<file path="src/rtl/pbvc_params.svh">
`ifndef PBVC_PARAMS_SVH
`define PBVC_PARAMS_SVH

// Register byte offsets
`define PBVC_OFF_PB_DATA 12'h140
`define PBVC_OFF_PB_CAP 12'h144
`define PBVC_OFF_VC_HDR 12'h148
`define PBVC_OFF_VC_CAP1 12'h14c
`define PBVC_OFF_VC_CAP2 12'h150

// Power budget data fields
`define PBVC_PWR_IDX0 8'h04
`define PBVC_PWR_IDX1 8'h03
`define PBVC_TYPE_IDX0 3'h7
`define PBVC_TYPE_IDX1 3'h3
`define PBVC_SCALE 2'h0
`define PBVC_PM_D0 2'h0
`define PBVC_SUBSTATE 3'h0
`define PBVC_RAIL 3'h2
`define PBVC_SEL_MAX 8'h00
`define PBVC_SEL_SUST 8'h01
`define PBVC_SYS_ALLOC 1'h1

// Virtual channel header and capabilities
`define PBVC_VC_CAP_ID 16'h0002
`define PBVC_VC_CAP_VER 4'h1
`define PBVC_NEXT_UP 12'h270
`define PBVC_NEXT_DOWN 12'h520
`define PBVC_EXT_VC_CNT 3'h0
`define PBVC_LP_VC_CNT 3'h0
`define PBVC_REF_CLK 2'h0
`define PBVC_ENTRY_SIZE 2'h2
`define PBVC_VC_ARB_CAP 8'h00
`define PBVC_ARB_OFF_NO_VC1 8'h00
`define PBVC_ARB_OFF_VC1 8'h04

`endif

</file>
<file path="src/rtl/pbvc_pkg.sv">
`default_nettype none
package pbvc_pkg;

   typedef struct packed {
      logic [10:0] rsvd;
      logic [2:0] rail;
      logic [2:0] cond_type;
      logic [1:0] pm_state;
      logic [2:0] pm_substate;
      logic [1:0] scale;
      logic [7:0] base_power;
   } pbvc_pb_data_t;

   typedef struct packed {
      logic [19:0] rsvd_hi;
      logic [1:0] entry_size;
      logic [1:0] ref_clk;
      logic rsvd7;
      logic [2:0] lp_vc_cnt;
      logic rsvd3;
      logic [2:0] ext_vc_cnt;
   } pbvc_vc_cap1_t;

   typedef struct packed {
      logic [7:0] arb_tbl_off;
      logic [15:0] rsvd;
      logic [7:0] vc_arb_cap;
   } pbvc_vc_cap2_t;

   typedef struct packed {
      logic [11:0] next_off;
      logic [3:0] version;
      logic [15:0] cap_id;
   } pbvc_vc_hdr_t;

   typedef enum logic [1:0] {
      PBVC_IDLE = 2'b01,
      PBVC_ACC = 2'b10
   } pbvc_state_t;

endpackage
`default_nettype wire

</file>
<file path="src/rtl/pbvc_regs.sv">
`timescale 1ns/1ps
`default_nettype none
`include "pbvc_params.svh"

// Functional notes
// - Base power 04h index 0, 03h index 1
// - Condition type 111b index 0, 011b index 1
// - Data scale reads 00b
// - PM state reports D0
// - PM sub-state fixed at zero
// - Power rail reads 010b index 0 and 1, 000b for any other index
// - System allocated bit reads 1
// - Power budget registers on upstream port only
// - VC header ID 0002h, version 1h
// - Next offset 270h up, 520h down
// - Extended VC count reads 000b
// - Low-priority VC count reads 000b
// - Reference clock field reads 00b
// - Arbitration entry size reads 10b
// - VC arbitration capability reads 00h
// - Arbitration table offset 00h/04h by VC1
module pbvc_regs
   import pbvc_pkg::*;
(
   // Clock and reset
   input wire logic CLK,
   input wire logic RSTN,
   input wire logic CE,
   // Port configuration
   input wire logic UPSTREAM,
   input wire logic VC1_PRESENT,
   input wire logic [7:0] DATA_SEL,
   // APB slave
   input wire logic PSEL,
   input wire logic PENABLE,
   input wire logic PWRITE,
   input wire logic [11:0] PADDR,
   input wire logic [31:0] PWDATA,
   output logic [31:0] PRDATA,
   output logic PREADY,
   output logic PSLVERR
);

   logic rst_meta_r;
   logic rst_sync_r;
   pbvc_state_t state_r;
   pbvc_state_t state_nxt;
   logic [31:0] rdata_nxt;
   logic err_nxt;

   // Reset release through two flops
   always_ff @(posedge CLK or negedge RSTN) begin
      if (!RSTN) begin
         rst_meta_r <= 1'b0;
         rst_sync_r <= 1'b0;
      end else begin
         rst_meta_r <= 1'b1;
         rst_sync_r <= rst_meta_r;
      end
   end

   // Power budget data, driven by the select index
   wire sel_max = (DATA_SEL == `PBVC_SEL_MAX);
   wire sel_sust = (DATA_SEL == `PBVC_SEL_SUST);
   wire sel_known = sel_max | sel_sust;
   pbvc_pb_data_t pb_data;
   assign pb_data.rsvd = '0;
   assign pb_data.base_power = sel_max ? `PBVC_PWR_IDX0 :
                               sel_sust ? `PBVC_PWR_IDX1 : 8'h00;
   assign pb_data.cond_type = sel_max ? `PBVC_TYPE_IDX0 :
                              sel_sust ? `PBVC_TYPE_IDX1 : 3'h0;
   assign pb_data.scale = `PBVC_SCALE;
   assign pb_data.pm_state = `PBVC_PM_D0;
   // Hard constant: not loadable from the configuration memory
   assign pb_data.pm_substate = `PBVC_SUBSTATE;
   // Unknown index reports zero budget throughout
   assign pb_data.rail = sel_known ? `PBVC_RAIL : 3'h0;

   wire [31:0] pb_cap = {31'h0, `PBVC_SYS_ALLOC};

   pbvc_vc_hdr_t vc_hdr;
   assign vc_hdr.cap_id = `PBVC_VC_CAP_ID;
   assign vc_hdr.version = `PBVC_VC_CAP_VER;
   assign vc_hdr.next_off = UPSTREAM ? `PBVC_NEXT_UP : `PBVC_NEXT_DOWN;

   pbvc_vc_cap1_t vc_cap1;
   assign vc_cap1.rsvd_hi = '0;
   assign vc_cap1.entry_size = `PBVC_ENTRY_SIZE;
   assign vc_cap1.ref_clk = `PBVC_REF_CLK;
   assign vc_cap1.rsvd7 = 1'b0;
   assign vc_cap1.lp_vc_cnt = `PBVC_LP_VC_CNT;
   assign vc_cap1.rsvd3 = 1'b0;
   assign vc_cap1.ext_vc_cnt = `PBVC_EXT_VC_CNT;

   pbvc_vc_cap2_t vc_cap2;
   assign vc_cap2.arb_tbl_off = VC1_PRESENT ? `PBVC_ARB_OFF_VC1 :
                                `PBVC_ARB_OFF_NO_VC1;
   assign vc_cap2.rsvd = '0;
   assign vc_cap2.vc_arb_cap = `PBVC_VC_ARB_CAP;

   // Address decode; budget words vanish on a downstream port
   wire hit_pb_data = UPSTREAM && (PADDR == `PBVC_OFF_PB_DATA);
   wire hit_pb_cap = UPSTREAM && (PADDR == `PBVC_OFF_PB_CAP);
   wire hit_vc_hdr = (PADDR == `PBVC_OFF_VC_HDR);
   wire hit_cap1 = (PADDR == `PBVC_OFF_VC_CAP1);
   wire hit_cap2 = (PADDR == `PBVC_OFF_VC_CAP2);
   wire hit_any = hit_pb_data | hit_pb_cap | hit_vc_hdr | hit_cap1 | hit_cap2;

   wire [31:0] rd_mux = hit_pb_data ? pb_data :
                        hit_pb_cap ? pb_cap :
                        hit_vc_hdr ? vc_hdr :
                        hit_cap1 ? vc_cap1 :
                        hit_cap2 ? vc_cap2 : 32'h0;

   // No wait state: answer registered so every output is a flop
   always_comb begin
      state_nxt = state_r;
      rdata_nxt = PRDATA;
      err_nxt = PSLVERR;
      case (state_r)
         PBVC_IDLE: begin
            // Any phase: a setup that fell in a frozen cycle is still served
            if (PSEL) begin
               state_nxt = PBVC_ACC;
               // Writes are accepted and dropped
               rdata_nxt = PWRITE ? 32'h0 : rd_mux;
               err_nxt = !hit_any;
            end
         end
         PBVC_ACC: begin
            state_nxt = PBVC_IDLE;
            rdata_nxt = 32'h0;
            err_nxt = 1'b0;
         end
         default: state_nxt = PBVC_IDLE;
      endcase
   end

   always_ff @(posedge CLK or negedge rst_sync_r) begin
      if (!rst_sync_r) begin
         state_r <= PBVC_IDLE;
         PRDATA <= 32'h0;
         PSLVERR <= 1'b0;
         PREADY <= 1'b0;
      end else if (CE) begin
         state_r <= state_nxt;
         PRDATA <= rdata_nxt;
         PSLVERR <= err_nxt;
         PREADY <= (state_nxt == PBVC_ACC);
      end
   end

   // Checks
   property p_rd(logic hit, logic [31:0] val);
      @(posedge CLK) disable iff (!rst_sync_r)
      (CE && state_r == PBVC_IDLE && PSEL && !PENABLE && !PWRITE && hit)
      |=> (PREADY && PRDATA == val);
   endproperty

   pb_data_max_a: assert property (p_rd(hit_pb_data && sel_max, 32'h000b_8004))
      else $error("budget data wrong for index 0");
   pb_data_sust_a: assert property (p_rd(hit_pb_data && sel_sust, 32'h0009_8003))
      else $error("budget data wrong for index 1");
   pb_data_other_a: assert property (p_rd(hit_pb_data && !sel_known, 32'h0))
      else $error("unknown index not zero");
   pb_cap_read_a: assert property (p_rd(hit_pb_cap, 32'h1))
      else $error("system allocated bit wrong");
   vc_hdr_up_a: assert property (p_rd(hit_vc_hdr && UPSTREAM, 32'h2701_0002))
      else $error("upstream vc header wrong");
   vc_hdr_down_a: assert property (p_rd(hit_vc_hdr && !UPSTREAM, 32'h5201_0002))
      else $error("downstream vc header wrong");
   vc_cap_one_a: assert property (p_rd(hit_cap1, 32'h0000_0800))
      else $error("vc capability one wrong");
   vc_cap_two_a: assert property (p_rd(hit_cap2, {VC1_PRESENT ? 8'h04 : 8'h00, 24'h0}))
      else $error("vc capability two wrong");
   down_budget_a: assert property (@(posedge CLK) disable iff (!rst_sync_r)
      (CE && state_r == PBVC_IDLE && PSEL && !PENABLE && !UPSTREAM
       && (PADDR == `PBVC_OFF_PB_DATA)) |=> (PSLVERR && PRDATA == 32'h0))
      else $error("budget register visible downstream");
   write_ignored_a: assert property (@(posedge CLK) disable iff (!rst_sync_r)
      (CE && state_r == PBVC_IDLE && PSEL && !PENABLE && PWRITE) |=> (PREADY && PRDATA == 32'h0))
      else $error("write answer did not finish");

   // Field by field views of each read answer
   wire take = CE && (state_r == PBVC_IDLE) && PSEL;
   wire take_rd = take && !PWRITE;

   property p_fld(logic hit, logic [31:0] mask, logic [31:0] val);
      @(posedge CLK) disable iff (!rst_sync_r)
      (take_rd && hit) |=> (PREADY && ((PRDATA & mask) == val));
   endproperty

   property p_err(logic hit);
      @(posedge CLK) disable iff (!rst_sync_r)
      (take && hit) |=> (PREADY && PSLVERR && PRDATA == 32'h0);
   endproperty

   // Budget data word
   base_idx0_a: assert property (p_fld(hit_pb_data && sel_max,
      32'h0000_00ff, 32'h0000_0004))
      else $error("base power wrong for index 0");

   base_idx1_a: assert property (p_fld(hit_pb_data && sel_sust,
      32'h0000_00ff, 32'h0000_0003))
      else $error("base power wrong for index 1");

   base_other_a: assert property (p_fld(hit_pb_data && !sel_known,
      32'h0000_00ff, 32'h0000_0000))
      else $error("base power not zero for unknown index");

   type_idx0_a: assert property (p_fld(hit_pb_data && sel_max,
      32'h0003_8000, 32'h0003_8000))
      else $error("condition type wrong for index 0");

   type_idx1_a: assert property (p_fld(hit_pb_data && sel_sust,
      32'h0003_8000, 32'h0001_8000))
      else $error("condition type wrong for index 1");

   type_other_a: assert property (p_fld(hit_pb_data && !sel_known,
      32'h0003_8000, 32'h0000_0000))
      else $error("condition type not zero for unknown index");

   scale_zero_a: assert property (p_fld(hit_pb_data,
      32'h0000_0300, 32'h0000_0000))
      else $error("data scale not zero");

   pm_state_a: assert property (p_fld(hit_pb_data,
      32'h0000_6000, 32'h0000_0000))
      else $error("power state not D0");

   substate_a: assert property (p_fld(hit_pb_data,
      32'h0000_1c00, 32'h0000_0000))
      else $error("power sub state not zero");

   rail_known_a: assert property (p_fld(hit_pb_data && sel_known,
      32'h001c_0000, 32'h0008_0000))
      else $error("power rail wrong");

   rail_other_a: assert property (p_fld(hit_pb_data && !sel_known,
      32'h001c_0000, 32'h0000_0000))
      else $error("power rail not zero for unknown index");

   data_rsvd_a: assert property (p_fld(hit_pb_data,
      32'hffe0_0000, 32'h0000_0000))
      else $error("budget data reserved bits set");

   // Budget capability word
   sys_alloc_a: assert property (p_fld(hit_pb_cap,
      32'h0000_0001, 32'h0000_0001))
      else $error("system allocated bit clear");

   cap_rsvd_a: assert property (p_fld(hit_pb_cap,
      32'hffff_fffe, 32'h0000_0000))
      else $error("budget capability reserved bits set");

   // Channel header word
   hdr_id_a: assert property (p_fld(hit_vc_hdr,
      32'h0000_ffff, 32'h0000_0002))
      else $error("channel capability id wrong");

   hdr_ver_a: assert property (p_fld(hit_vc_hdr,
      32'h000f_0000, 32'h0001_0000))
      else $error("channel capability version wrong");

   next_up_a: assert property (p_fld(hit_vc_hdr && UPSTREAM,
      32'hfff0_0000, 32'h2700_0000))
      else $error("upstream next offset wrong");

   next_down_a: assert property (p_fld(hit_vc_hdr && !UPSTREAM,
      32'hfff0_0000, 32'h5200_0000))
      else $error("downstream next offset wrong");

   // Header stays visible on every port kind
   down_vc_ok_a: assert property (@(posedge CLK) disable iff (!rst_sync_r)
      (take_rd && hit_vc_hdr && !UPSTREAM) |=> (PREADY && !PSLVERR))
      else $error("downstream header read flagged as error");

   // First channel capability word
   ext_cnt_a: assert property (p_fld(hit_cap1,
      32'h0000_0007, 32'h0000_0000))
      else $error("extended channel count not zero");

   lp_cnt_a: assert property (p_fld(hit_cap1,
      32'h0000_0070, 32'h0000_0000))
      else $error("low priority count not zero");

   ref_clk_a: assert property (p_fld(hit_cap1,
      32'h0000_0300, 32'h0000_0000))
      else $error("reference clock field not zero");

   entry_size_a: assert property (p_fld(hit_cap1,
      32'h0000_0c00, 32'h0000_0800))
      else $error("table entry size wrong");

   cap1_rsvd_a: assert property (p_fld(hit_cap1,
      32'hffff_f088, 32'h0000_0000))
      else $error("capability one reserved bits set");

   // Second channel capability word
   arb_cap_a: assert property (p_fld(hit_cap2,
      32'h0000_00ff, 32'h0000_0000))
      else $error("channel arbitration capability not zero");

   arb_off_vc1_a: assert property (p_fld(hit_cap2 && VC1_PRESENT,
      32'hff00_0000, 32'h0400_0000))
      else $error("table offset wrong with second channel");

   arb_off_none_a: assert property (p_fld(hit_cap2 && !VC1_PRESENT,
      32'hff00_0000, 32'h0000_0000))
      else $error("table offset wrong without second channel");

   cap2_rsvd_a: assert property (p_fld(hit_cap2,
      32'h00ff_ff00, 32'h0000_0000))
      else $error("capability two reserved bits set");

   // Answer shape and freezing
   ready_pulse_a: assert property (@(posedge CLK) disable iff (!rst_sync_r)
      (PREADY && CE) |=> !PREADY)
      else $error("ready held longer than one cycle");
   idle_zero_a: assert property (@(posedge CLK) disable iff (!rst_sync_r)
      !PREADY |-> (PRDATA == 32'h0 && !PSLVERR))
      else $error("answer lines not zero outside a reply");
   ready_cause_a: assert property (@(posedge CLK) disable iff (!rst_sync_r)
      $rose(PREADY) |-> $past(PSEL))
      else $error("ready without a request");
   freeze_a: assert property (@(posedge CLK) disable iff (!rst_sync_r)
      !CE |=> ($stable(PREADY) && $stable(PRDATA) && $stable(PSLVERR)))
      else $error("answer moved while clock enable low");
   down_cap_a: assert property (p_err(!UPSTREAM && PADDR == `PBVC_OFF_PB_CAP))
      else $error("budget capability visible downstream");
   unmapped_a: assert property (p_err(!hit_any))
      else $error("unmapped address answered without error");
   write_ok_a: assert property (@(posedge CLK) disable iff (!rst_sync_r)
      (take && PWRITE && hit_any) |=> (PREADY && !PSLVERR))
      else $error("write to a mapped word flagged as error");

   rd_budget_c: cover property (@(posedge CLK) PREADY && !PSLVERR && hit_pb_data);
   rd_vc_c: cover property (@(posedge CLK) PREADY && hit_cap2 && VC1_PRESENT);
   err_c: cover property (@(posedge CLK) PREADY && PSLVERR);
   rd_down_c: cover property (@(posedge CLK) PREADY && PSLVERR && !UPSTREAM);
   frozen_c: cover property (@(posedge CLK) !CE && PSEL);

endmodule

`default_nettype wire
</file>
<file path="config.mk">
export PLATFORM = sky130hd
export DESIGN_NAME = pbvc_regs
export DESIGN_NICKNAME = d
export VERILOG_FILES = /design/src/rtl/pbvc_pkg.sv /design/src/rtl/pbvc_regs.sv
export VERILOG_INCLUDE_DIRS = /design/src /design/src/rtl
export SDC_FILE = /design/constraint.sdc
export NUM_CORES = 1
export LEC_CHECK = 0
export ABC_AREA = 1
export ABC_CLOCK_PERIOD_IN_PS = 850
export BUFFER_PORTS_ARGS = -buffer_cell sky130_fd_sc_hd__buf_2
export CAP_MARGIN = 10
export CORE_MARGIN = 2
export CORE_UTILIZATION = 43
export CTS_BUF_LIST = sky130_fd_sc_hd__clkbuf_2
export DETAILED_ROUTE_END_ITERATION = 10
export PLACE_DENSITY_LB_ADDON = 0.08
export RECOVER_POWER = 25
export SLEW_MARGIN = 20
export SYNTH_ARGS = -nofsm -noshare
export SYNTH_HDL_FRONTEND = slang
export SYNTH_SLANG_ARGS = --single-unit
export TNS_END_PERCENT = 50
</file>
<file path="constraint.sdc">
create_clock -name CLK -period 0.85 [get_ports CLK]
set_input_delay 0.1275 -clock CLK [delete_from_list [all_inputs] [get_ports CLK]]
set_output_delay 0.1275 -clock CLK [all_outputs]
set_load 0.02 [all_outputs]
</file>
* After elaboration in Yosys (flattened, before gate mapping) *
Cells that the tools add are included.
W data, S select, Z words.

storage, ports and cells
  input bits = 60
  output and inout bits = 34
  register bits after elaboration = 38

cells by class
  muxes and demuxes = 19
  equal/unequal tests = 10
  reductions and logical operators = 6
  bitwise operators = 5

operator list
  kind                   number
  $mux W31               4
  $pmux W32 S2           1
  $eq A12 B9 Y1 const B  5
  $mux W27               2
  $mux W32               1
  $mux W11               1
  $mux W2                5
  $mux W3                3
  $eq A8 B1 Y1 const B   1
  $logic_not A8 Y1       1
  $or A1 B1 Y1           5
  $eq A2 B2 Y1 const B   2
  $reduce_and A3 Y1      1
  $eq A2 B1 Y1 const B   1
  $logic_and A1 B1 Y1    2
  $ne A2 B2 Y1 const B   1
  $pmux W1 S2            1
  $reduce_bool A2 Y1     1
  $logic_not A1 Y1       1
  $mux W1                1

* Depth between registers and ports, before layout *
  depth after elaboration = 9
  depth in mapped cells = 9
  gate-level depth less buffers = 9

* Worst setup path before layout *
Ideal clock, no wire load.

  path kind = reg2reg
  start point = reg state_r[0]
  end point = reg PRDATA[16]
  period minus slack after synthesis = 1.232 ns
  stages on the path, launching flop included = 9
  setup time = 0.126 ns
  data arrival time = 1.106 ns
  slack = -0.382 ns
  cell sequence = dfstp_2 inv_2 nor2_4 nand3_4 o21ai_2 inv_2 buf_6 nand2_1 nand3_1

on the way
  word-level cells in the longest chain between the ends = 3
  elaborated cells on any way between the ends = 6

RTL lines
  item                                                                        RTL line          text
  start, declared                                                             pbvc_regs.sv:46   pbvc_state_t state_r;
  start signal, assigned                                                      pbvc_regs.sv:146  state_r <= state_nxt;
  $eq A2 B1 Y1 / $eq A2 B2 Y1 (equally long branches)                         pbvc_regs.sv:120  case (state_r)
  $ne A2 B2 Y1 (no source line) / $reduce_bool A2 Y1 (equally long branches)  -
  $reduce_and A3 Y1 (no source line)                                          -
  end signal, assigned                                                        pbvc_regs.sv:147  PRDATA <= rdata_nxt;
  end, declared                                                               pbvc_regs.sv:39   output logic [31:0] PRDATA,

Several ways; a longest one is shown, not always the timed one.
A chain may end at the register's enable or synchronous reset.

* Worst setup path in the final report *
  start point = reg state_r[0]
  end point = reg PREADY

on the way
  word-level cells in the longest chain between the ends = 3
  elaborated cells on any way between the ends = 4

RTL lines
  item                                            RTL line                            text
  $eq A2 B1 Y1 / $mux W2 (equally long branches)  pbvc_regs.sv:120, pbvc_regs.sv:123
  $mux W2 *                                       pbvc_regs.sv:120
  $eq A2 B2 Y1 *                                  pbvc_regs.sv:149                    PREADY <= (state_nxt == PBVC_ACC);
  end signal, assigned                            pbvc_regs.sv:149
  end, declared                                   pbvc_regs.sv:40                     output logic PREADY,

Every way passes the cells marked *; elsewhere a longest branch is shown, timed or not.

==> impl_metrics.py <==
metrics = {
    "setup_path": {
        "cp-end-kind": "register",
        "path_class": "register to register",
        "reg2reg_depth": 7,
        "worstSetupStartpointType": "register",
        "regToRegEndpoint": "PREADY$_DFFE_PN0P_",
        "ff2ff_setup_slack_ns": -0.43,
        "endpoint": "PREADY$_DFFE_PN0P_",
        "cp.arrival_ns": 1.51,
        "cp.required_ns": 1.08,
        "cp-startpoint": "state_r[0]$_DFFE_PN1P_",
        "crit_fanout": 4,
        "reg2reg_from": "state_r[0]$_DFFE_PN1P_",
    },
    "drt": {
        "drt_first_pass_iters": 5,
        "antenna_left": 0,
        "vias_per_cell": 4.29,
        "vias": 1029,
        "drc": 0,
        "drtIter0Drc": 18,
        "routedWlPerCell_microns": 9.54,
        "wirelength_mm": 2.29,
    },
    "cells_and_area": {
        "area_growth_pct": 25.1,
        "final_nets": 271,
        "drive_above_1_share_pct": 38.6,
        "fin_cells": 240,
        "fin_util_pct": 57.2,
        "diodes": 0,
    },
    "sta": {
        "whs_ns": 0.141,
        "finalHoldViolCount": 0,
        "final.period_utilization_pct": 150,
        "final.setup.tns_ns": -7.44,
        "slew_viol_final": 0,
        "skew_ns": 0.00689,
        "fin_crit_ns": 1.28,
        "worst_slack_ns": -0.429,
        "rsz0062_at_grt": "true",
        "clock.fmax_mhz": 782,
        "setup_viol": 30,
    },
    "synth": {
        "ys_seq_area_share_pct": 35.1,
        "synth_top_area_share_pct": 32.8,
        "ys_types": 23,
        "yosys-top-cells-area": "dfrtp_1 33%, buf_4 14%, nand2_1 14%, inv_1 6.6%, nand3_1 5.3%",
        "syn_area_sq_um": 1140,
        "yosysWarnings": 0,
        "synthCells": 158,
        "synth_top_cell_by_area": "dfrtp_1",
        "synth-seq-cells": 16,
        "avgSynthCellArea_sq_um": 7.24,
    },
    "placed_design": {
        "port_buffers": 42,
        "gp_congestion": 0.771,
        "dp_hpwl_mm": 1.87,
        "dp.cells": 232,
    },
    "clock_network": {
        "htree_levels": 1,
        "cts_made_buffers": 3,
        "cts_tree": "done",
        "cts_buffer_depth": 2,
        "clock_sinks": 16,
        "cts-root-buf": "clkbuf_2",
        "insertion_delay_ns": 0.28,
        "clkSlewWorstSetupHoldPaths_ns": 0.15,
    },
    "global_route": {
        "grt_pass1_vias": 894,
        "grt_max_degree": 15,
        "grt_pass1_wl_mm": 3.73,
        "grt.overflow.total": 0,
        "antenna_found_initial": 0,
        "track_usage_pct": 15.0,
    },
    "floorplan": {
        "start_util_pct": 45.7,
        "rows": 18,
        "core_area_sq_um": 2500,
        "die_w_microns": 55.6,
        "dieArea_sq_um": 3090,
        "ios": 94,
        "die_y_microns": 55.6,
    },
    "job": {
        "maxCapViolations": 0,
    },
    "power_and_ir_drop": {
        "powerDensity_nw_per_um2": 1160,
        "ir_drop_uv": 882,
        "leakage_nw": 0.897,
    },
    "outcome": {
        "status": "complete, but fails checks",
        "failed_checks": "negative setup slack",
    },
    "hold_path": {
        "hold_class": "primary input to asynchronous set/reset pin",
    },
}
registers in the layout (all words and copies together) (netlist names):
signal      count
PRDATA         10
state_r         2
PREADY          1
PSLVERR         1
rst_meta_r      1
rst_sync_r      1
cell type report:
cell class	instances	area, sq um
tap	30	37.5
multi-input combinational	112	556
fill	259	1070
timing repair buffer	54	322
clock buffer	4	20.0
inverter	24	93.8
sequential	16	402
worst min-delay path by stage:
stage                     from                   end  slack (ns)  cells after the start
after CTS                 RSTN  rst_sync_r$_DFF_PN0_        0.11                      2
after floorplan           RSTN  rst_meta_r$_DFF_PN0_       -0.17                      0
after global routing      RSTN  rst_meta_r$_DFF_PN0_        0.13                      2
after global placement    RSTN  rst_sync_r$_DFF_PN0_       -0.08                      1
final                     RSTN  rst_sync_r$_DFF_PN0_        0.14                      2
after detailed placement  RSTN  rst_sync_r$_DFF_PN0_       -0.08                      1
worst max-delay path: stages, from the launching register on:
cell and delay (ns):
dfstp_2 0.55, inv_2 0.05, nor2_4 0.09, nand3_4 0.11, buf_4 0.15, buf_4 0.12
buf_6 0.11, nand2_1 0.05
stage by stage:
step | total power, mW | instance area (sq um) | worst slack [ns]
final | 1.66 | 1430 | -0.429
after global routing | 1.75 | 1430 | -0.510
after CTS | 1.65 | 1400 | -0.411
after detailed placement | 1.28 | 1340 | -0.387
after global placement | 1.27 | 1340 | -0.353
after floorplan | 1.19 | 1210 | -0.382
kinds of logic (layout without fill, tap and decap cells):
| logic type | after synthesis | in the layout | synth area share (%) |
|---|---|---|---|
| other | 2 | 19 | 0.657 |
| AO/OA/AOI/OAI | 8 | 8 | 4.16 |
| flip-flops | 16 | 16 | 35.1 |
| AND/OR/NAND/NOR | 85 | 85 | 36.8 |
| buffers and inverters | 47 | 82 | 23.3 |
synthesized netlist by cell type:
cell / instances
inv_1: 20
nand2_1: 43
nand4_1: 1
nor2_2: 3
conb_1: 2
buf_4: 22
nor2_8: 1
o21ai_1: 3
nor2_1: 14
clkinv_1: 1
o21ai_0: 1
nand2_2: 4
nand3_2: 1
inv_2: 3
o21ai_2: 2
dfrtp_1: 15
a21oi_1: 2
nand3_1: 12
dfstp_2: 1
nand3b_1: 2
buf_6: 1
nand3_4: 1
nor2_4: 3
timing repair:
item / CTS / global route
endpoints found under the setup margin: 30 / 30
pin swaps: 3 / 2
resized for setup: 6 / 8
hold endpoints to repair: 2 / 0
hold buffers: 1 / 0
buffers inserted: 2 / 1
power breakdown:
part,total (mW),internal [mW],switching [mW]
Clock,0.355,0.125,0.230
Sequential,0.836,0.807,0.0290
Combinational,0.473,0.181,0.291
Total,1.66,1.11,0.551
cell usage in the layout (no fill, tap or decap):
master | netlist | final
nand2_1 | 43 | 40
nand3_4 | 1 | 1
inv_4 | 0 | 1
buf_2 | 0 | 38
o21ai_0 | 1 | 1
dlygate4sd3_1 | 0 | 1
nor2_8 | 1 | 1
inv_2 | 3 | 2
nor2_1 | 14 | 14
nand4_1 | 1 | 1
dfstp_2 | 1 | 1
nand3b_1 | 2 | 2
nand2_2 | 4 | 7
conb_1 | 2 | 19
o21ai_1 | 3 | 2
clkinv_2 | 0 | 1
inv_1 | 20 | 20
dfrtp_1 | 15 | 15
clkbuf_1 | 0 | 1
nand3_2 | 1 | 2
buf_4 | 22 | 9
nor2_4 | 3 | 3
nand3_1 | 12 | 11
buf_6 | 1 | 4
nor2_2 | 3 | 3
o21ai_2 | 2 | 3
a21oi_1 | 2 | 2
clkbuf_2 | 0 | 5
layer usage:
layer  routed length (microns)  vias to the layer above  track usage, %
met1                       991                      451            19.4
met5                         0                        -               0
met3                       116                        2            1.63
met4                        27                        0            8.36
met2                      1150                       36            24.3
li1                          -                      540               -
(Power assumes the default switching activity.)
